`src/hdl/afd_pkg.sv`:
```
// What this block does
// RULE_01 - Pointer plus zero-extended second accumulator, full carry.
// RULE_02 - Pointer sum changes only the pointer.
// RULE_03 - Carry add: accumulator plus operand plus carry.
// RULE_04 - Plain add: accumulator plus operand, no carry.
// RULE_05 - Byte adds set half-carry from bit three.
// RULE_06 - Byte add and AND: negative is bit seven.
// RULE_07 - Zero set only when all result bits clear.
// RULE_08 - Adds set overflow on two's-complement sign overflow.
// RULE_09 - Adds set carry out of the top bit.
// RULE_10 - Double add: byte M high, next byte low.
// RULE_11 - Double add keeps half-carry and mask; top-bit flags.
// RULE_12 - AND stores conjunction, clears overflow, keeps others.
// RULE_13 - Pair sum adds second into first, byte flags.
// RULE_14 - Flags: carry0 overflow1 zero2 negative3 mask4 halfcarry5.
// RULE_15 - Double accumulator is first high, second low.
// RULE_16 - Interrupt mask never changed by this group.
// RULE_17 - Opcode decodes operation, accumulator and addressing mode.
`default_nettype none
package afd_pkg;

    // ********************************************************
    // Register map and reset values.
    // ********************************************************
    localparam logic [7:0] OFS_CTRL  = 8'h00;
    localparam logic [7:0] OFS_OPND  = 8'h04;
    localparam logic [7:0] OFS_ACC   = 8'h08;
    localparam logic [7:0] OFS_INDEX = 8'h0c;
    localparam logic [7:0] OFS_FLAGS = 8'h10;
    localparam logic [5:0] RST_FLAGS = 6'h10;
    localparam logic [1:0] RESP_OKAY = 2'h0;
    localparam logic [1:0] RESP_SLVERR = 2'h2;

    // ********************************************************
    // Flag positions and opcode codes.
    // ********************************************************
    localparam int FLG_C = 0;
    localparam int FLG_V = 1;
    localparam int FLG_Z = 2;
    localparam int FLG_N = 3;
    localparam int FLG_I = 4;
    localparam int FLG_H = 5;
    localparam logic [7:0] OPC_PTR_SUM  = 8'h3a;
    localparam logic [7:0] OPC_PAIR_SUM = 8'h1b;
    localparam logic [3:0] LO_ADC  = 4'h9;
    localparam logic [3:0] LO_ADD  = 4'hb;
    localparam logic [3:0] LO_AND  = 4'h4;
    localparam logic [3:0] LO_DSUM = 4'h3;

    // ********************************************************
    // Types.
    // ********************************************************
    typedef enum logic [2:0] {
        AFD_OP_NONE, AFD_OP_PTR_SUM, AFD_OP_PAIR_SUM, AFD_OP_ADC,
        AFD_OP_ADD, AFD_OP_DSUM, AFD_OP_AND
    } afd_op_t;

    typedef enum logic [2:0] {
        AFD_IMPLIED_OPERAND_MODE, AFD_LITERAL_OPERAND_MODE,
        AFD_DIRECT_PAGE_MODE, AFD_POINTER_OFFSET_MODE, AFD_FULL_ADDRESS_MODE
    } afd_mode_t;

    typedef struct packed {
        afd_op_t   op;
        logic      sel_second;
        afd_mode_t mode;
        logic      legal;
    } afd_dec_t;

    typedef struct packed {
        logic [7:0]  first_accumulator;
        logic [7:0]  second_accumulator;
        logic [15:0] index_pointer;
        logic [5:0]  condition_flags_register;
    } afd_regs_t;

endpackage
`default_nettype wire
```
`src/hdl/afd_datapath_top.sv`:
```
`timescale 1ns/100ps
`default_nettype none
module afd_datapath_top
    import afd_pkg::*;
#(
    parameter int ADDR_W = 8
)
(
    input  wire logic              mclk,
    input  wire logic              sys_rst,
    input  wire logic [ADDR_W-1:0] s_axi_awaddr,
    input  wire logic              s_axi_awvalid,
    output logic                   s_axi_awready,
    input  wire logic [31:0]       s_axi_wdata,
    input  wire logic [3:0]        s_axi_wstrb,
    input  wire logic              s_axi_wvalid,
    output logic                   s_axi_wready,
    output logic [1:0]             s_axi_bresp,
    output logic                   s_axi_bvalid,
    input  wire logic              s_axi_bready,
    input  wire logic [ADDR_W-1:0] s_axi_araddr,
    input  wire logic              s_axi_arvalid,
    output logic                   s_axi_arready,
    output logic [31:0]            s_axi_rdata,
    output logic [1:0]             s_axi_rresp,
    output logic                   s_axi_rvalid,
    input  wire logic              s_axi_rready
);

    // ********************************************************
    // Declarations.
    // ********************************************************
    afd_regs_t         st_q;
    afd_regs_t         alu_nxt;
    afd_dec_t          wr_dec;
    logic [15:0]       operand_q;
    logic [7:0]        opcode_q;
    logic              illegal_q;
    logic              aw_held_q;
    logic              w_held_q;
    logic [ADDR_W-1:0] aw_addr_q;
    logic [31:0]       w_data_q;
    logic [3:0]        w_strb_q;
    logic              aw_have;
    logic              w_have;
    logic              wr_go;
    logic [7:0]        wr_word;
    logic [31:0]       wr_data;
    logic [3:0]        wr_strb;
    logic              ar_take;
    logic [7:0]        rd_word;
    logic              bvalid_d;
    logic              rvalid_d;
    logic              exec;
    logic              ex_q;
    afd_dec_t          ex_dec_q;
    afd_regs_t         pre_q;
    logic [15:0]       ex_m_q;
    logic [7:0]        ex_x;
    logic [7:0]        ex_r;
    logic [7:0]        ex_mb;
    logic [5:0]        ex_f;
    logic [5:0]        pre_f;

    // Merges a write into a register by byte lanes.
    function automatic logic [15:0] merge16(logic [15:0] old, logic [15:0] nw,
                                            logic [1:0] strb);
        logic [15:0] o;
        o = old;
        if (strb[0])
        begin
            o[7:0] = nw[7:0];
        end
        if (strb[1])
        begin
            o[15:8] = nw[15:8];
        end
        return o;
    endfunction

    // Reduces a byte address to its aligned word address.
    function automatic logic [7:0] word_of(logic [ADDR_W-1:0] a);
        return 8'({a[ADDR_W-1:2], 2'h0});
    endfunction

    // ********************************************************
    // Write channel handshake.
    // ********************************************************
    // A write fires once address and data are both in, from a hold or live.
    assign aw_have = aw_held_q | (s_axi_awvalid & s_axi_awready);
    assign w_have  = w_held_q | (s_axi_wvalid & s_axi_wready);
    assign wr_go   = aw_have & w_have & ~s_axi_bvalid;
    assign wr_word = word_of(aw_held_q ? aw_addr_q : s_axi_awaddr);
    assign wr_data = w_held_q ? w_data_q : s_axi_wdata;
    assign wr_strb = w_held_q ? w_strb_q : s_axi_wstrb;
    assign bvalid_d = wr_go | (s_axi_bvalid & ~s_axi_bready);
    assign exec = wr_go & (wr_word == OFS_CTRL) & wr_strb[0] & wr_dec.legal;

    // Holds whichever half of a write arrives first.
    always_ff @(posedge mclk)
    begin
        if (sys_rst)
        begin
            aw_held_q <= 1'b0;
            w_held_q  <= 1'b0;
            aw_addr_q <= '0;
            w_data_q  <= 32'h0000_0000;
            w_strb_q  <= 4'h0;
        end
        else
        begin
            aw_held_q <= aw_have & ~wr_go;
            w_held_q  <= w_have & ~wr_go;
            if (s_axi_awvalid & s_axi_awready)
            begin
                aw_addr_q <= s_axi_awaddr;
            end
            if (s_axi_wvalid & s_axi_wready)
            begin
                w_data_q <= s_axi_wdata;
                w_strb_q <= s_axi_wstrb;
            end
        end
    end

    // Ready and response flops; readies drop until the response is taken.
    always_ff @(posedge mclk)
    begin
        if (sys_rst)
        begin
            s_axi_awready <= 1'b0;
            s_axi_wready  <= 1'b0;
            s_axi_bvalid  <= 1'b0;
            s_axi_bresp   <= RESP_OKAY;
        end
        else
        begin
            s_axi_awready <= ~bvalid_d & ~(aw_have & ~wr_go);
            s_axi_wready  <= ~bvalid_d & ~(w_have & ~wr_go);
            s_axi_bvalid  <= bvalid_d;
            if (wr_go)
            begin
                s_axi_bresp <= (wr_word > OFS_FLAGS) ? RESP_SLVERR : RESP_OKAY;
            end
        end
    end

    // ********************************************************
    // Datapath and programmer-visible state.
    // ********************************************************
    afd_opcode_decoder afd_opcode_decoder_inst
    (
        .opcode (wr_data[7:0]),
        .dec    (wr_dec)
    );

    afd_flag_alu afd_flag_alu_inst
    (
        .cur     (st_q),
        .dec     (wr_dec),
        .operand (operand_q),
        .nxt     (alu_nxt)
    );

    // Register writes and instruction commit share one process.
    always_ff @(posedge mclk)
    begin
        if (sys_rst)
        begin
            st_q      <= '{8'h00, 8'h00, 16'h0000, RST_FLAGS};
            operand_q <= 16'h0000;
            opcode_q  <= 8'h00;
            illegal_q <= 1'b0;
        end
        else if (wr_go)
        begin
            case (wr_word)
                OFS_CTRL:
                begin
                    if (wr_strb[0])
                    begin
                        opcode_q  <= wr_data[7:0];
                        illegal_q <= ~wr_dec.legal;
                    end
                    if (exec)
                    begin
                        st_q <= alu_nxt;                      // see RULE_17
                    end
                end
                OFS_OPND:
                begin
                    operand_q <= merge16(operand_q, wr_data[15:0], wr_strb[1:0]);
                end
                OFS_ACC:
                begin
                    {st_q.first_accumulator, st_q.second_accumulator} <=
                        merge16({st_q.first_accumulator, st_q.second_accumulator},
                                wr_data[15:0], wr_strb[1:0]);    // see RULE_15
                end
                OFS_INDEX:
                begin
                    st_q.index_pointer <=
                        merge16(st_q.index_pointer, wr_data[15:0], wr_strb[1:0]);
                end
                OFS_FLAGS:
                begin
                    if (wr_strb[0])
                    begin
                        st_q.condition_flags_register <= wr_data[5:0]; // see RULE_14
                    end
                end
                default:
                begin
                end
            endcase
        end
    end

    // ********************************************************
    // Read channel.
    // ********************************************************
    assign ar_take  = s_axi_arvalid & s_axi_arready;
    assign rd_word  = word_of(s_axi_araddr);
    assign rvalid_d = ar_take | (s_axi_rvalid & ~s_axi_rready);

    // Captures read data at the address handshake.
    always_ff @(posedge mclk)
    begin
        if (sys_rst)
        begin
            s_axi_arready <= 1'b0;
            s_axi_rvalid  <= 1'b0;
            s_axi_rdata   <= 32'h0000_0000;
            s_axi_rresp   <= RESP_OKAY;
        end
        else
        begin
            s_axi_arready <= ~rvalid_d;
            s_axi_rvalid  <= rvalid_d;
            if (ar_take)
            begin
                s_axi_rresp <= RESP_OKAY;
                case (rd_word)
                    OFS_CTRL:  s_axi_rdata <= {23'h000000, illegal_q, opcode_q};
                    OFS_OPND:  s_axi_rdata <= {16'h0000, operand_q};
                    OFS_ACC:   s_axi_rdata <= {16'h0000, st_q.first_accumulator,
                                               st_q.second_accumulator};
                    OFS_INDEX: s_axi_rdata <= {16'h0000, st_q.index_pointer};
                    OFS_FLAGS: s_axi_rdata <= {26'h0000000,
                                               st_q.condition_flags_register};
                    default:
                    begin
                        s_axi_rdata <= 32'h0000_0000;
                        s_axi_rresp <= RESP_SLVERR;
                    end
                endcase
            end
        end
    end

    // ********************************************************
    // Checks.
    // ********************************************************
    // Remembers the state before each committed instruction.
    always_ff @(posedge mclk)
    begin
        if (sys_rst)
        begin
            ex_q     <= 1'b0;
            ex_dec_q <= '0;
            pre_q    <= '0;
            ex_m_q   <= 16'h0000;
        end
        else
        begin
            ex_q <= exec;
            if (exec)
            begin
                ex_dec_q <= wr_dec;
                pre_q    <= st_q;
                ex_m_q   <= operand_q;
            end
        end
    end

    assign ex_x  = ex_dec_q.sel_second ? pre_q.second_accumulator
                                       : pre_q.first_accumulator;
    assign ex_r  = ex_dec_q.sel_second ? st_q.second_accumulator
                                       : st_q.first_accumulator;
    assign ex_mb = (ex_dec_q.op == AFD_OP_PAIR_SUM) ? pre_q.second_accumulator
                                                    : ex_m_q[7:0];
    assign ex_f  = st_q.condition_flags_register;
    assign pre_f = pre_q.condition_flags_register;
endmodule
`default_nettype wire

```
`src/hdl/afd_flag_alu.sv`:
```
`timescale 1ns/100ps
`default_nettype none
module afd_flag_alu
    import afd_pkg::*;
(
    input  wire afd_regs_t   cur,
    input  wire afd_dec_t    dec,
    input  wire logic [15:0] operand,
    output afd_regs_t        nxt
);

    // Byte flags after an add; the mask bit passes through.
    function automatic logic [5:0] add_flags(logic [7:0] x, logic [7:0] m,
                                             logic [7:0] r, logic [5:0] f);
        logic [5:0] o;
        o = f;                                                // see RULE_16
        o[FLG_H] = x[3] & m[3] | m[3] & ~r[3] | ~r[3] & x[3];   // see RULE_05
        o[FLG_N] = r[7];                                      // see RULE_06
        o[FLG_Z] = (r == 8'h00);                              // see RULE_07
        o[FLG_V] = x[7] & m[7] & ~r[7] | ~x[7] & ~m[7] & r[7]; // see RULE_08
        o[FLG_C] = x[7] & m[7] | m[7] & ~r[7] | ~r[7] & x[7];   // see RULE_09
        return o;
    endfunction

    // Eight-bit sum with carry in.
    function automatic logic [7:0] add8(logic [7:0] x, logic [7:0] m, logic c);
        return 8'(x + m + {7'h00, c});
    endfunction

    // Computes the next register set for one instruction.
    always_comb
    begin
        logic [7:0]  x;
        logic [7:0]  r;
        logic [15:0] d;
        logic [15:0] m16;
        logic [15:0] s;
        logic [5:0]  f;
        nxt = cur;
        f = cur.condition_flags_register;
        x = dec.sel_second ? cur.second_accumulator : cur.first_accumulator;
        r = 8'h00;
        d = {cur.first_accumulator, cur.second_accumulator};  // see RULE_15
        m16 = {operand[7:0], operand[15:8]};                  // see RULE_10
        s = 16'(d + m16);
        case (dec.op)
            AFD_OP_PTR_SUM:                                   // see RULE_02
            begin
                nxt.index_pointer = 16'(cur.index_pointer
                                        + {8'h00, cur.second_accumulator}); // see RULE_01
            end
            AFD_OP_PAIR_SUM:
            begin
                r = add8(cur.first_accumulator, cur.second_accumulator, 1'b0);
                nxt.first_accumulator = r;                    // see RULE_13
                nxt.condition_flags_register =
                    add_flags(cur.first_accumulator, cur.second_accumulator, r, f);
            end
            AFD_OP_ADC, AFD_OP_ADD:
            begin
                r = add8(x, operand[7:0],
                         (dec.op == AFD_OP_ADC) & f[FLG_C]);  // see RULE_03
                nxt.condition_flags_register = add_flags(x, operand[7:0], r, f);
            end
            AFD_OP_AND:
            begin
                r = x & operand[7:0];                         // see RULE_12
                nxt.condition_flags_register[FLG_N] = r[7];
                nxt.condition_flags_register[FLG_Z] = (r == 8'h00);
                nxt.condition_flags_register[FLG_V] = 1'b0;
            end
            AFD_OP_DSUM:
            begin
                {nxt.first_accumulator, nxt.second_accumulator} = s;
                nxt.condition_flags_register[FLG_N] = s[15]; // see RULE_11
                nxt.condition_flags_register[FLG_Z] = (s == 16'h0000);
                nxt.condition_flags_register[FLG_V] =
                    d[15] & m16[15] & ~s[15] | ~d[15] & ~m16[15] & s[15];
                nxt.condition_flags_register[FLG_C] =
                    d[15] & m16[15] | m16[15] & ~s[15] | ~s[15] & d[15];
            end
            default:
            begin
            end
        endcase
        // Byte results go back to the chosen accumulator.
        if (dec.op == AFD_OP_ADC || dec.op == AFD_OP_ADD || dec.op == AFD_OP_AND)
        begin
            if (dec.sel_second)
            begin
                nxt.second_accumulator = r;                   // see RULE_04
            end
            else
            begin
                nxt.first_accumulator = r;
            end
        end
    end

endmodule
`default_nettype wire

```
`src/hdl/afd_opcode_decoder.sv`:
```
`timescale 1ns/100ps
`default_nettype none
module afd_opcode_decoder
    import afd_pkg::*;
(
    input  wire logic [7:0] opcode,
    output afd_dec_t        dec
);

    // Splits the first opcode byte into operation, target and mode.
    always_comb
    begin
        dec = '{op: AFD_OP_NONE, sel_second: 1'b0,
                mode: AFD_IMPLIED_OPERAND_MODE, legal: 1'b0};
        if (opcode == OPC_PTR_SUM)
        begin
            dec.op = AFD_OP_PTR_SUM;                         // see RULE_17
        end
        else if (opcode == OPC_PAIR_SUM)
        begin
            dec.op = AFD_OP_PAIR_SUM;
        end
        else if (opcode[7])
        begin
            dec.sel_second = opcode[6];                      // see RULE_17
            case (opcode[5:4])
                2'h0:    dec.mode = AFD_LITERAL_OPERAND_MODE;
                2'h1:    dec.mode = AFD_DIRECT_PAGE_MODE;
                2'h2:    dec.mode = AFD_POINTER_OFFSET_MODE;
                default: dec.mode = AFD_FULL_ADDRESS_MODE;
            endcase
            case (opcode[3:0])
                LO_ADC:  dec.op = AFD_OP_ADC;
                LO_ADD:  dec.op = AFD_OP_ADD;
                LO_AND:  dec.op = AFD_OP_AND;
                LO_DSUM: dec.op = opcode[6] ? AFD_OP_DSUM : AFD_OP_NONE;
                default: dec.op = AFD_OP_NONE;
            endcase
        end
        dec.legal = (dec.op != AFD_OP_NONE);
    end

endmodule
`default_nettype wire

```
`config.mk`:
```
export PLATFORM = sky130hd
export DESIGN_NAME = afd_datapath_top
export DESIGN_NICKNAME = d
export VERILOG_FILES = /design/src/hdl/afd_pkg.sv /design/src/hdl/afd_datapath_top.sv /design/src/hdl/afd_flag_alu.sv /design/src/hdl/afd_opcode_decoder.sv
export SDC_FILE = /design/constraint.sdc
export NUM_CORES = 1
export LEC_CHECK = 0
export BUFFER_PORTS_ARGS = -buffer_cell sky130_fd_sc_hd__buf_2
export CELL_PAD_IN_SITES_DETAIL_PLACEMENT = 0
export CELL_PAD_IN_SITES_GLOBAL_PLACEMENT = 1
export CORE_MARGIN = 2
export CORE_UTILIZATION = 34
export CTS_CLUSTER_DIAMETER = 100
export DETAILED_ROUTE_END_ITERATION = 12
export GPL_TIMING_DRIVEN = 0
export HOLD_SLACK_MARGIN = 0.08
export PLACE_DENSITY_LB_ADDON = 0.1
export SLEW_MARGIN = 40
export SYNTH_ARGS = -nofsm -noshare
export SYNTH_HDL_FRONTEND = slang
export SYNTH_SLANG_ARGS = --single-unit
```
`constraint.sdc`:
```
create_clock -name mclk -period 4.3 [get_ports mclk]
set_input_delay 0.645 -clock mclk [delete_from_list [all_inputs] [get_ports mclk]]
set_output_delay 0.645 -clock mclk [all_outputs]
set_load 0.1 [all_outputs]
```
==> Word level (Yosys, flattened, before mapping) <==
Cells that the tools add are included.
{ "word_totals": {"ff_bits": 132, "in_bits": 59, "out_inout_bits": 41} }
{ "op_classes": {"n_addsub": 5, "n_lt_le_gt_ge": 1, "eq_ne": 32, "mux": 32, "bitwise": 76, "n_reduce_logical": 26} }
{ "op_table": {"columns": ["cell", "count"], "rows": [
  ["one-hot mux 16 bit (5 select lines)", 1],
  ["one-hot mux 16 bit (2 select lines)", 2],
  ["2-to-1 mux 8 bit", 7],
  ["2-to-1 mux 16 bit", 3],
  ["zero test 8 bit", 5],
  ["bitwise AND 1 bit", 39],
  ["2-to-1 mux 38 bit", 1],
  ["AND reduction 5 bit", 5],
  ["== test 6 x 2 -> 1 bit (second input constant)", 4],
  ["one-hot mux 3 bit (4 select lines)", 2],
  ["one-hot mux 8 bit (3 select lines)", 1],
  ["inverter 1 bit", 19],
  ["OR 1 bit", 17],
  ["adder 16 bit", 1],
  ["adder 16 x 8 -> 16 bit", 1],
  ["adder 8 bit", 2],
  ["zero test 16 bit", 1],
  ["one-hot mux 8 bit (2 select lines)", 1],
  ["== test 6 x 1 -> 1 bit (second input constant)", 2],
  ["== test 6 x 3 -> 1 bit (second input constant)", 2],
  ["inequality test 2 bit (second input constant)", 6],
  ["one-hot mux 6 bit (2 select lines)", 1],
  ["AND reduction 4 bit", 3],
  ["== test 3 bit (second input constant)", 3],
  ["31 further kinds", 43]
]} }

==> Longest topological paths before layout <==
Gate-level depths: netlist of the first run.
{ "logic_depth": {"word_depth": 16, "ltp_mapped": 21, "mapped_depth_nobuf": 19} }

==> Modules after synthesis <==
A second synthesis of the first run with hierarchy kept.
{ "hier_totals": {"hier_cells": 1097, "area_unflattened_um2": 8916.1} }
{ "modules_own_cells": {"columns": ["mod", "n_inst", "cells_per_inst", "area_each_um2", "seq_area_each_um2"], "rows": [
  ["afd_datapath_top", 1, 572, 5297.6, 2242.2],
  ["afd_flag_alu", 1, 497, 3397.0, 0.0],
  ["afd_opcode_decoder", 1, 28, 221.5, 0.0]
]} }

==> Worst setup path after synthesis of the first run <==
Ideal clock, no wire load.
{ "synth_path": {"path_kind": "flip-flop to flip-flop", "start": "register w_held_q", "end": "register st_q (netlist bit ex_f[2])", "setup_time_ps": 70, "t_arrival_ps": 4121, "slack_ps": 108, "stages_incl_launch_ff": 21, "n_path_buf": 3, "period_less_slack_ps": 4192, "path_cell_list": "dfxtp_1 -> buf_6 -> buf_8 -> mux2i_1 -> nor2_1 -> clkbuf_1 -> mux2_2 -> fa_1 -> a21oi_1 -> nor2b_1 -> nand2b_1 -> a21oi_1 -> nor2_1 -> o21ai_0 -> nand2b_1 -> fa_1 -> nor3_1 -> nand4_1 -> o41ai_1 -> a31oi_1 -> a21oi_1"} }
{ "synth_between": {"elab_chain_cells": 13, "elab_cells_between_ends": 43} }
{ "synth_rtl": {"columns": ["item", "line", "rtl"], "rows": [
  ["from (decl)", "afd_datapath_top.sv:40", "logic w_held_q;"],
  ["from (signal assigned)", "afd_datapath_top.sv:113", "w_held_q <= w_have & ~wr_go;"],
  ["branches (longest 13 deep; another with adder 8 bit)", null, null],
  ["to (signal assigned)", "afd_datapath_top.sv:170", "st_q <= '{8'h00, 8'h00, 16'h0000, RST_FLAGS};"],
  ["to (signal assigned)", "afd_datapath_top.sv:187", "st_q <= alu_nxt;"],
  ["to (decl)", "afd_datapath_top.sv:33", "afd_regs_t st_q;"]
]} }
Parallel ways; which one is timed is not known. The select of a mux whose other input is x is not followed.
A chain may end at the register's enable or synchronous reset.

==> Worst setup path in the final report of the first run <==
{ "layout_path": {"start": "register st_q[28] (netlist bit)", "end": "register st_q (netlist bit ex_f[2])"} }
{ "layout_between": {"elab_chain_cells": 7, "elab_cells_between_ends": 13} }
{ "layout_rtl": {"columns": ["item", "line", "rtl"], "rows": [
  ["2-to-1 mux 8 bit", "afd_flag_alu.sv:41", "x = dec.sel_second ? cur.second_accumulator : cur.first_accumulator;"],
  ["adder 8 bit", "afd_flag_alu.sv:27", "return 8'(x + m + {7'h00, c});"],
  ["adder 8 x 1 -> 8 bit", "afd_flag_alu.sv:27", null],
  ["zero test 8 bit", "afd_flag_alu.sv:19", "o[FLG_Z] = (r == 8'h00);"],
  ["one-hot mux 3 bit (4 select lines) (*)", "afd_flag_alu.sv:46", "case (dec.op)"],
  ["2-to-1 mux 38 bit (*)", "afd_datapath_top.sv:185", "if (exec)"],
  ["one-hot mux 6 bit (2 select lines) (*)", "afd_datapath_top.sv:177", "case (wr_word)"]
]} }
Mark *: on every way between the ends. The rest lies on a longest branch, timed or not. The select of a mux whose other input is x is not followed.

==> results of run 1 <==
power by group through the flow:
stage	Sequential, mW	Combinational [mW]	Clock (mW)
CTS	1.08	0.502	0.906
finish	1.07	0.520	0.889
global route	1.08	0.548	0.944
global placement	1.10	0.461	0
floorplan	1.16	0.272	0
detailed placement	1.10	0.462	0
layout make-up:
type	count	share of cell area, %
multi-input cells	844	60.0
plain buffers	70	3.71
clock inverters	7	0.747
inverters	31	1.16
repair buffers	88	5.65
flip-flops and latches	112	22.5
clock buffers	9	2.24
well taps	324	4.03
layer usage:
metal | vias to the layer above | global-route usage [%] | wire, um
met4 | 0 | 7.71 | 1030
met3 | 55 | 3.85 | 1860
met2 | 249 | 39.3 | 14400
li1 | 4000 | - | -
met5 | - | 0 | 0
met1 | 4007 | 36.0 | 15700
tightest hold or removal path: stages, from the launching register on:
cell and delay (ns):
dfxtp_1 0.31, nand2_1 0.05, a21oi_1 0.05
state kept, by name, indices dropped and copies added (netlist names):
register,flops
aw_addr_q,6
aw_held_q,1
ex_f,6
illegal_q,1
opcode_q,8
operand_q,16
s_axi_arready,1
s_axi_awready,1
s_axi_bresp,1
s_axi_bvalid,1
s_axi_rdata,16
s_axi_rresp,1
s_axi_rvalid,1
s_axi_wready,1
st_q,32
w_data_q,16
w_held_q,1
w_strb_q,2
worst max-delay path by stage:
stage / cells past startpoint / end / slack, ns
floorplan: 20 / ex_f[2]$_SDFFE_PP0P_ / 0.11
global placement: 20 / ex_f[2]$_SDFFE_PP0P_ / -1.43
detailed placement: 19 / ex_f[2]$_SDFFE_PP0P_ / -1.22
CTS: 20 / ex_f[2]$_SDFFE_PP0P_ / -0.03
global route: 17 / ex_f[2]$_SDFFE_PP0P_ / -0.02
finish: 16 / ex_f[2]$_SDFFE_PP0P_ / 0.17
repair_timing:
| item | CTS | global route |
|---|---|---|
| buffers inserted | 18 | 12 |
| gates cloned | 1 | 0 |
| resized for setup | 34 | 28 |
| pin swaps | 10 | 18 |
| setup endpoints to repair | 14 | 6 |
kinds of logic after synthesis:
| kind of cell | Yosys count | synth area share [%] |
|---|---|---|
| compound gates | 319 | 25.8 |
| xor+xnor | 18 | 1.88 |
| fa+ha+maj | 53 | 8.80 |
| buf+inv | 102 | 5.78 |
| flops | 112 | 26.7 |
| mux | 72 | 9.95 |
| other cells | 1 | 0.0447 |
| simple gates | 364 | 21.0 |
per-stage QoR:
stage          TNS (ns)  power [mW]  hold WS [ns]
2_1_floorplan         0        1.43         0.433
3_3_place_gp     -10.25        1.56         0.439
3_5_place_dp      -6.37        1.56         0.445
4_1_cts         -0.0317        2.48         0.458
5_1_grt         -0.0419        2.57         0.477
6_report              0        2.48         0.458
cell usage in the layout (no fill, tap or decap), types with 18 or more instances in the layout:
cell type,instances
inv_1,31
conb_1,18
clkbuf_1,34
nor3_1,20
ha_1,36
buf_4,47
nor2_1,117
a22oi_1,19
buf_2,66
mux2i_1,33
dfxtp_1,102
nand2_1,108
a21oi_1,94
mux2_2,24
a211oi_1,25
o21ai_0,56
nand3_1,19
==> reports/results.txt, run 1 <==
Setup CP Type: reg -> reg
Max Fclk: 242 MHz
Most frequent cells after synthesis: 118 x nor2_1, 112 x dfxtp_1, 108 x nand2_1
Sequential power share: 43.2%
Clock power frac: 35.8%
Ys Warns: 0
Share of layout cells above drive strength 1: 20.6%
Peak per-stage delay on the critical path: 0.61 ns
Register area share after synthesis: 26.7%
Delay-heaviest family, CP: simple AND/OR/NAND/NOR gates
Initial cell density of the core: 34.6%
Startpoint Class: flip-flop
Slowest cell on crit path: fa_2
Post-synth EDFFs: 0
Worst R2R End: ex_f[2]$_SDFFE_PP0P_
Hold path start: w_data_q[11]$_SDFFE_PP0P_
H-tree levels: 3
Crit path max fanout: 6
Worst Reg-to-Reg Cells: 16
R2R Path Start: st_q[28]$_SDFFE_PP0P_
Layout Skew: 0.0113 ns
Pre-CTS WS: -1.22 ns
Yosys top cell area share: 26.7%
Synth cell types: 98
Top area cells in the synthesized netlist: dfxtp_1 27%, ha_1 6.4%, a21oi_1 5.8%
Setup WS post-layout: 0.168 ns
Maximum VDD drop: 0.000165 V
Endpoints failing setup: 0
Number of CTS-inserted buffers: 9
Diodes inserted: 0
Vias/cell: 5.60
Worst EP arrival: 4.43 ns
Most frequent CP cell: a21oi_1
Clk slew on worst S/H paths: 0.08 ns
Clock period minus worst slack: 4.13 ns
Pint: 1.62 mW
CP endpoint kind: flip-flop
DRC: 0
Worst min path class: reg -> reg
Core Area: 0.0242 sq mm
Status: finished clean
Die X: 161 um
TritonRoute pass-1 iters: 5
Gr usage total: 25.3%
Buffers & Inverters on Critical Path: 0
Min-Delay Endpoint: w_data_q[11]$_SDFFE_PP0P_
Die Y-Extent: 161 um
Ys flop type: dfxtp_1
Largest net degree at the start of global routing: 22
Final Cell Area: 0.0100 sq mm
Net Sw Power: 861 uW
Post-DP Area: 0.00917 sq mm
Die area: 0.0259 sq mm
Period utilization: 96.1%
Switching fraction of total power: 34.7%
PortBufs: 57
Hold Vio Cnt, Final: 0
WL per Instance: 22.2 um
FF-to-FF setup slack: 0.17 ns
Layout Nets: 1268
Worst-Margin Slew: 0.881 ns
Crit path from: st_q[28]$_SDFFE_PP0P_
First-pass GRT wire length: 49400 um
DP Cell Count: 1439
Static leakage: 3.86 nW
Post-layout util: 41.4%
Row Count: 57
Combinational share of power: 21.0%
Synthesized area: 0.00838 sq mm
Gp weighted congestion: 0.896
Final wirelength: 32900 um
Fillers: 2573
CP required: 4.59 ns
Final Instance Count excl. Fillers: 1485
Power density cells: 247 mW/mm^2
Final Max Slew Viols: 0
Register area: 0.00226 sq mm
Multi-input gate area: 0.00603 sq mm
IO Pins: 100
Buffer depth of the longest clock path: 2
Area Growth Syn to Fin: 19.8%
Via count: 8311
DRT iter0 DRCs: 674
Clock sinks: 112
Initial antenna violation count: 0
FF+latch count, synth: 112
Hold Buf Count CTS: 0
Cell count of the worst hold path: 2
Total gr overflow: 0
HPWL Detailed: 25100 um
Routed Antenna Nets: 0
Syn Area/Cell: 8.05 sq um
Top-count cell post-synth: nor2_1
TritonCTS clock tree: built
Max-Cap Viols: 0
Vias in the first global route: 7814
Clk_lat worst skew: 0.38 ns
Clk Tree Root Cell: clkbuf_16
Dominant cell type by area after synthesis: dfxtp_1
CP cell instances: ha_1, nor3_1, nor3_1, o21ai_2, a211oi_2, a21o_1, a21oi_1, o21ai_0, a21oi_1, fa_2, nor3b_1, nand3_1, or4b_1, nor4_2, nand4_1, a21oi_1
Synth Instances: 1041
Ys async rst share: 0%
Slew HR: 41.3%
(Power assumes the default switching activity.)
==> inputs of run 2 (changes only) <==
--- a/config.mk
+++ b/config.mk
@@ -6,15 +6,12 @@
 export NUM_CORES = 1
 export LEC_CHECK = 0
 export BUFFER_PORTS_ARGS = -buffer_cell sky130_fd_sc_hd__buf_2
-export CELL_PAD_IN_SITES_DETAIL_PLACEMENT = 0
-export CELL_PAD_IN_SITES_GLOBAL_PLACEMENT = 1
 export CORE_MARGIN = 2
 export CORE_UTILIZATION = 34
 export CTS_CLUSTER_DIAMETER = 100
 export DETAILED_ROUTE_END_ITERATION = 12
 export GPL_TIMING_DRIVEN = 0
 export HOLD_SLACK_MARGIN = 0.08
-export PLACE_DENSITY_LB_ADDON = 0.1
 export SLEW_MARGIN = 40
 export SYNTH_ARGS = -nofsm -noshare
 export SYNTH_HDL_FRONTEND = slang
==> reports/results.txt, run 2 (synthesis gave the netlist of run 1 again) <==
Status: finished clean
Share of layout cells above drive strength 1: 19.9%
Initial antenna violation count: 0
Final Max Slew Viols: 0
CP endpoint kind: flip-flop
Setup CP Type: reg -> reg
Gr usage total: 23.3%
Period utilization: 96.6%
H-tree levels: 3
Static leakage: 3.81 nW
Max FFs per register: 32
Max Fclk: 241 MHz
Via count: 8418
Register area: 0.00226 sq mm
Total gr overflow: 0
Hold path start: w_data_q[8]$_SDFFE_PP0P_
Setup WS post-layout: 0.148 ns
Slew HR: 42.6%
Startpoint Class: flip-flop
Hold Vio Cnt, Final: 0
Clk slew on worst S/H paths: 0.08 ns
Post-DP Area: 0.00916 sq mm
Vias/cell: 5.70
Clk Tree Root Cell: clkbuf_16
Crit path from: w_held_q$_SDFF_PP0_
Initial cell density of the core: 34.6%
Gp weighted congestion: 0.985
Multi-input gate area: 0.00600 sq mm
Layout Nets: 1259
DRT iter0 DRCs: 858
CP cell instances: buf_12, mux2_1, nand3_1, a21boi_4, and3_4, fa_2, a21oi_2, nor2b_2, nand2b_4, a21oi_4, nor2_1, o21ai_1, nand2b_1, fa_1, nor3_2, nand4_1, o41ai_4, a31oi_1, a21oi_1
Fillers: 2518
Die area: 0.0259 sq mm
Max-Cap Viols: 0
WL per Instance: 20.8 um
Most frequent cells in the layout: 117 x nor2_1, 108 x nand2_1, 102 x dfxtp_1
Final Cell Area: 0.00994 sq mm
Layout Skew: 0.00905 ns
Buffers & Inverters on Critical Path: 1
Area Growth Syn to Fin: 18.5%
Endpoints failing setup: 0
Final wirelength: 30700 um
HPWL Detailed: 23300 um
Row Count: 57
Power density cells: 246 mW/mm^2
Diodes inserted: 0
Largest net degree at the start of global routing: 22
Worst EP arrival: 4.45 ns
Delay-heaviest family, CP: simple AND/OR/NAND/NOR gates
Vias in the first global route: 7810
Crit path max fanout: 6
Buffer depth of the longest clock path: 2
Peak per-stage delay on the critical path: 0.50 ns
Die X: 161 um
DRC: 0
Most common cell after layout, fill and taps aside: nor2_1
Clock sinks: 112
TritonCTS clock tree: built
First-pass GRT wire length: 46500 um
Worst min path class: reg -> reg
PortBufs: 57
R2R Path Start: w_held_q$_SDFF_PP0_
Clk_lat worst skew: 0.37 ns
Largest Register: st_q
IO Pins: 100
Pre-CTS WS: -1.03 ns
CP required: 4.60 ns
Worst-Margin Slew: 0.855 ns
Number of CTS-inserted buffers: 9
Die Y-Extent: 161 um
Core Area: 0.0242 sq mm
RSZ-0062 raised after global routing: true
TritonRoute pass-1 iters: 5
Routed Antenna Nets: 0
Hold Buf Count CTS: 0
Maximum VDD drop: 0.000194 V
Min Hold Slack: 0.458 ns
Slowest cell on crit path: mux2_1
Clock period minus worst slack: 4.15 ns
==> run 2: changes by cell type in the layout (fill, tap and decap cells not counted), sizes merged <==
cell and delta:
clkbuf +1, clkinvlp -1, clkinv -1, buf -9, bufbuf -1, inv +2
==> run 2: routing by layer <==
layer	global-route usage [%]	up-vias	routed length [um]
met5	0	-	0
met4	7.95	0	977
met3	4.31	47	2340
met2	35.7	339	13400
met1	33.0	4030	14000
li1	-	4002	-
==> run 2: tightest hold or removal path: stages, from the launching register on <==
cell     delay (ns)
dfxtp_1        0.31
nand2_1        0.05
a21oi_1        0.05
==> run 2: through the flow <==
| stage | std cells | util [%] | TNS [ns] | power (mW) |
|---|---|---|---|---|
| 2_1_floorplan | 1058 | - | 0 | 1.43 |
| 3_3_place_gp | 1439 | 37.7 | -6.23 | 1.55 |
| 3_5_place_dp | 1439 | 37.8 | -4.77 | 1.55 |
| 4_1_cts | 1472 | 40.2 | -0.00641 | 2.43 |
| 5_1_grt | 1476 | 41.0 | -0.109 | 2.52 |
| 6_report | 1476 | 41.0 | 0 | 2.44 |
==> run 2: where the power goes <==
group	leakage (nW)	internal, mW	total [mW]	switching [mW]
clock	0.146	0.412	0.869	0.456
combinational	2.75	0.140	0.500	0.360
sequential	0.912	1.06	1.08	0.0177
==> run 2: layout make-up <==
class / instances / area share (%)
timing repair buffer: 79 / 4.87
multi-input combinational: 844 / 60.4
tap: 324 / 4.08
inverter: 31 / 1.17
clock inverter: 7 / 0.692
sequential: 112 / 22.7
clock buffer: 9 / 2.27
buffer: 70 / 3.80
==> run 2: final timing paths <==
kind	to	slack (ns)	cells past startpoint
min reg2reg	w_data_q[8]$_SDFFE_PP0P_	0.46	2
max	ex_f[2]$_SDFFE_PP0P_	0.15	19
min	w_data_q[8]$_SDFFE_PP0P_	0.46	2
max reg2reg	ex_f[2]$_SDFFE_PP0P_	0.15	19
==> run 2: timing repair <==
action,4_1_cts,5_1_grt
resized for setup,33,28
pin swaps,9,12
endpoints found under the hold margin,0,0
buffers inserted,17,4
gates cloned,0,1
endpoints found under the setup margin,11,7
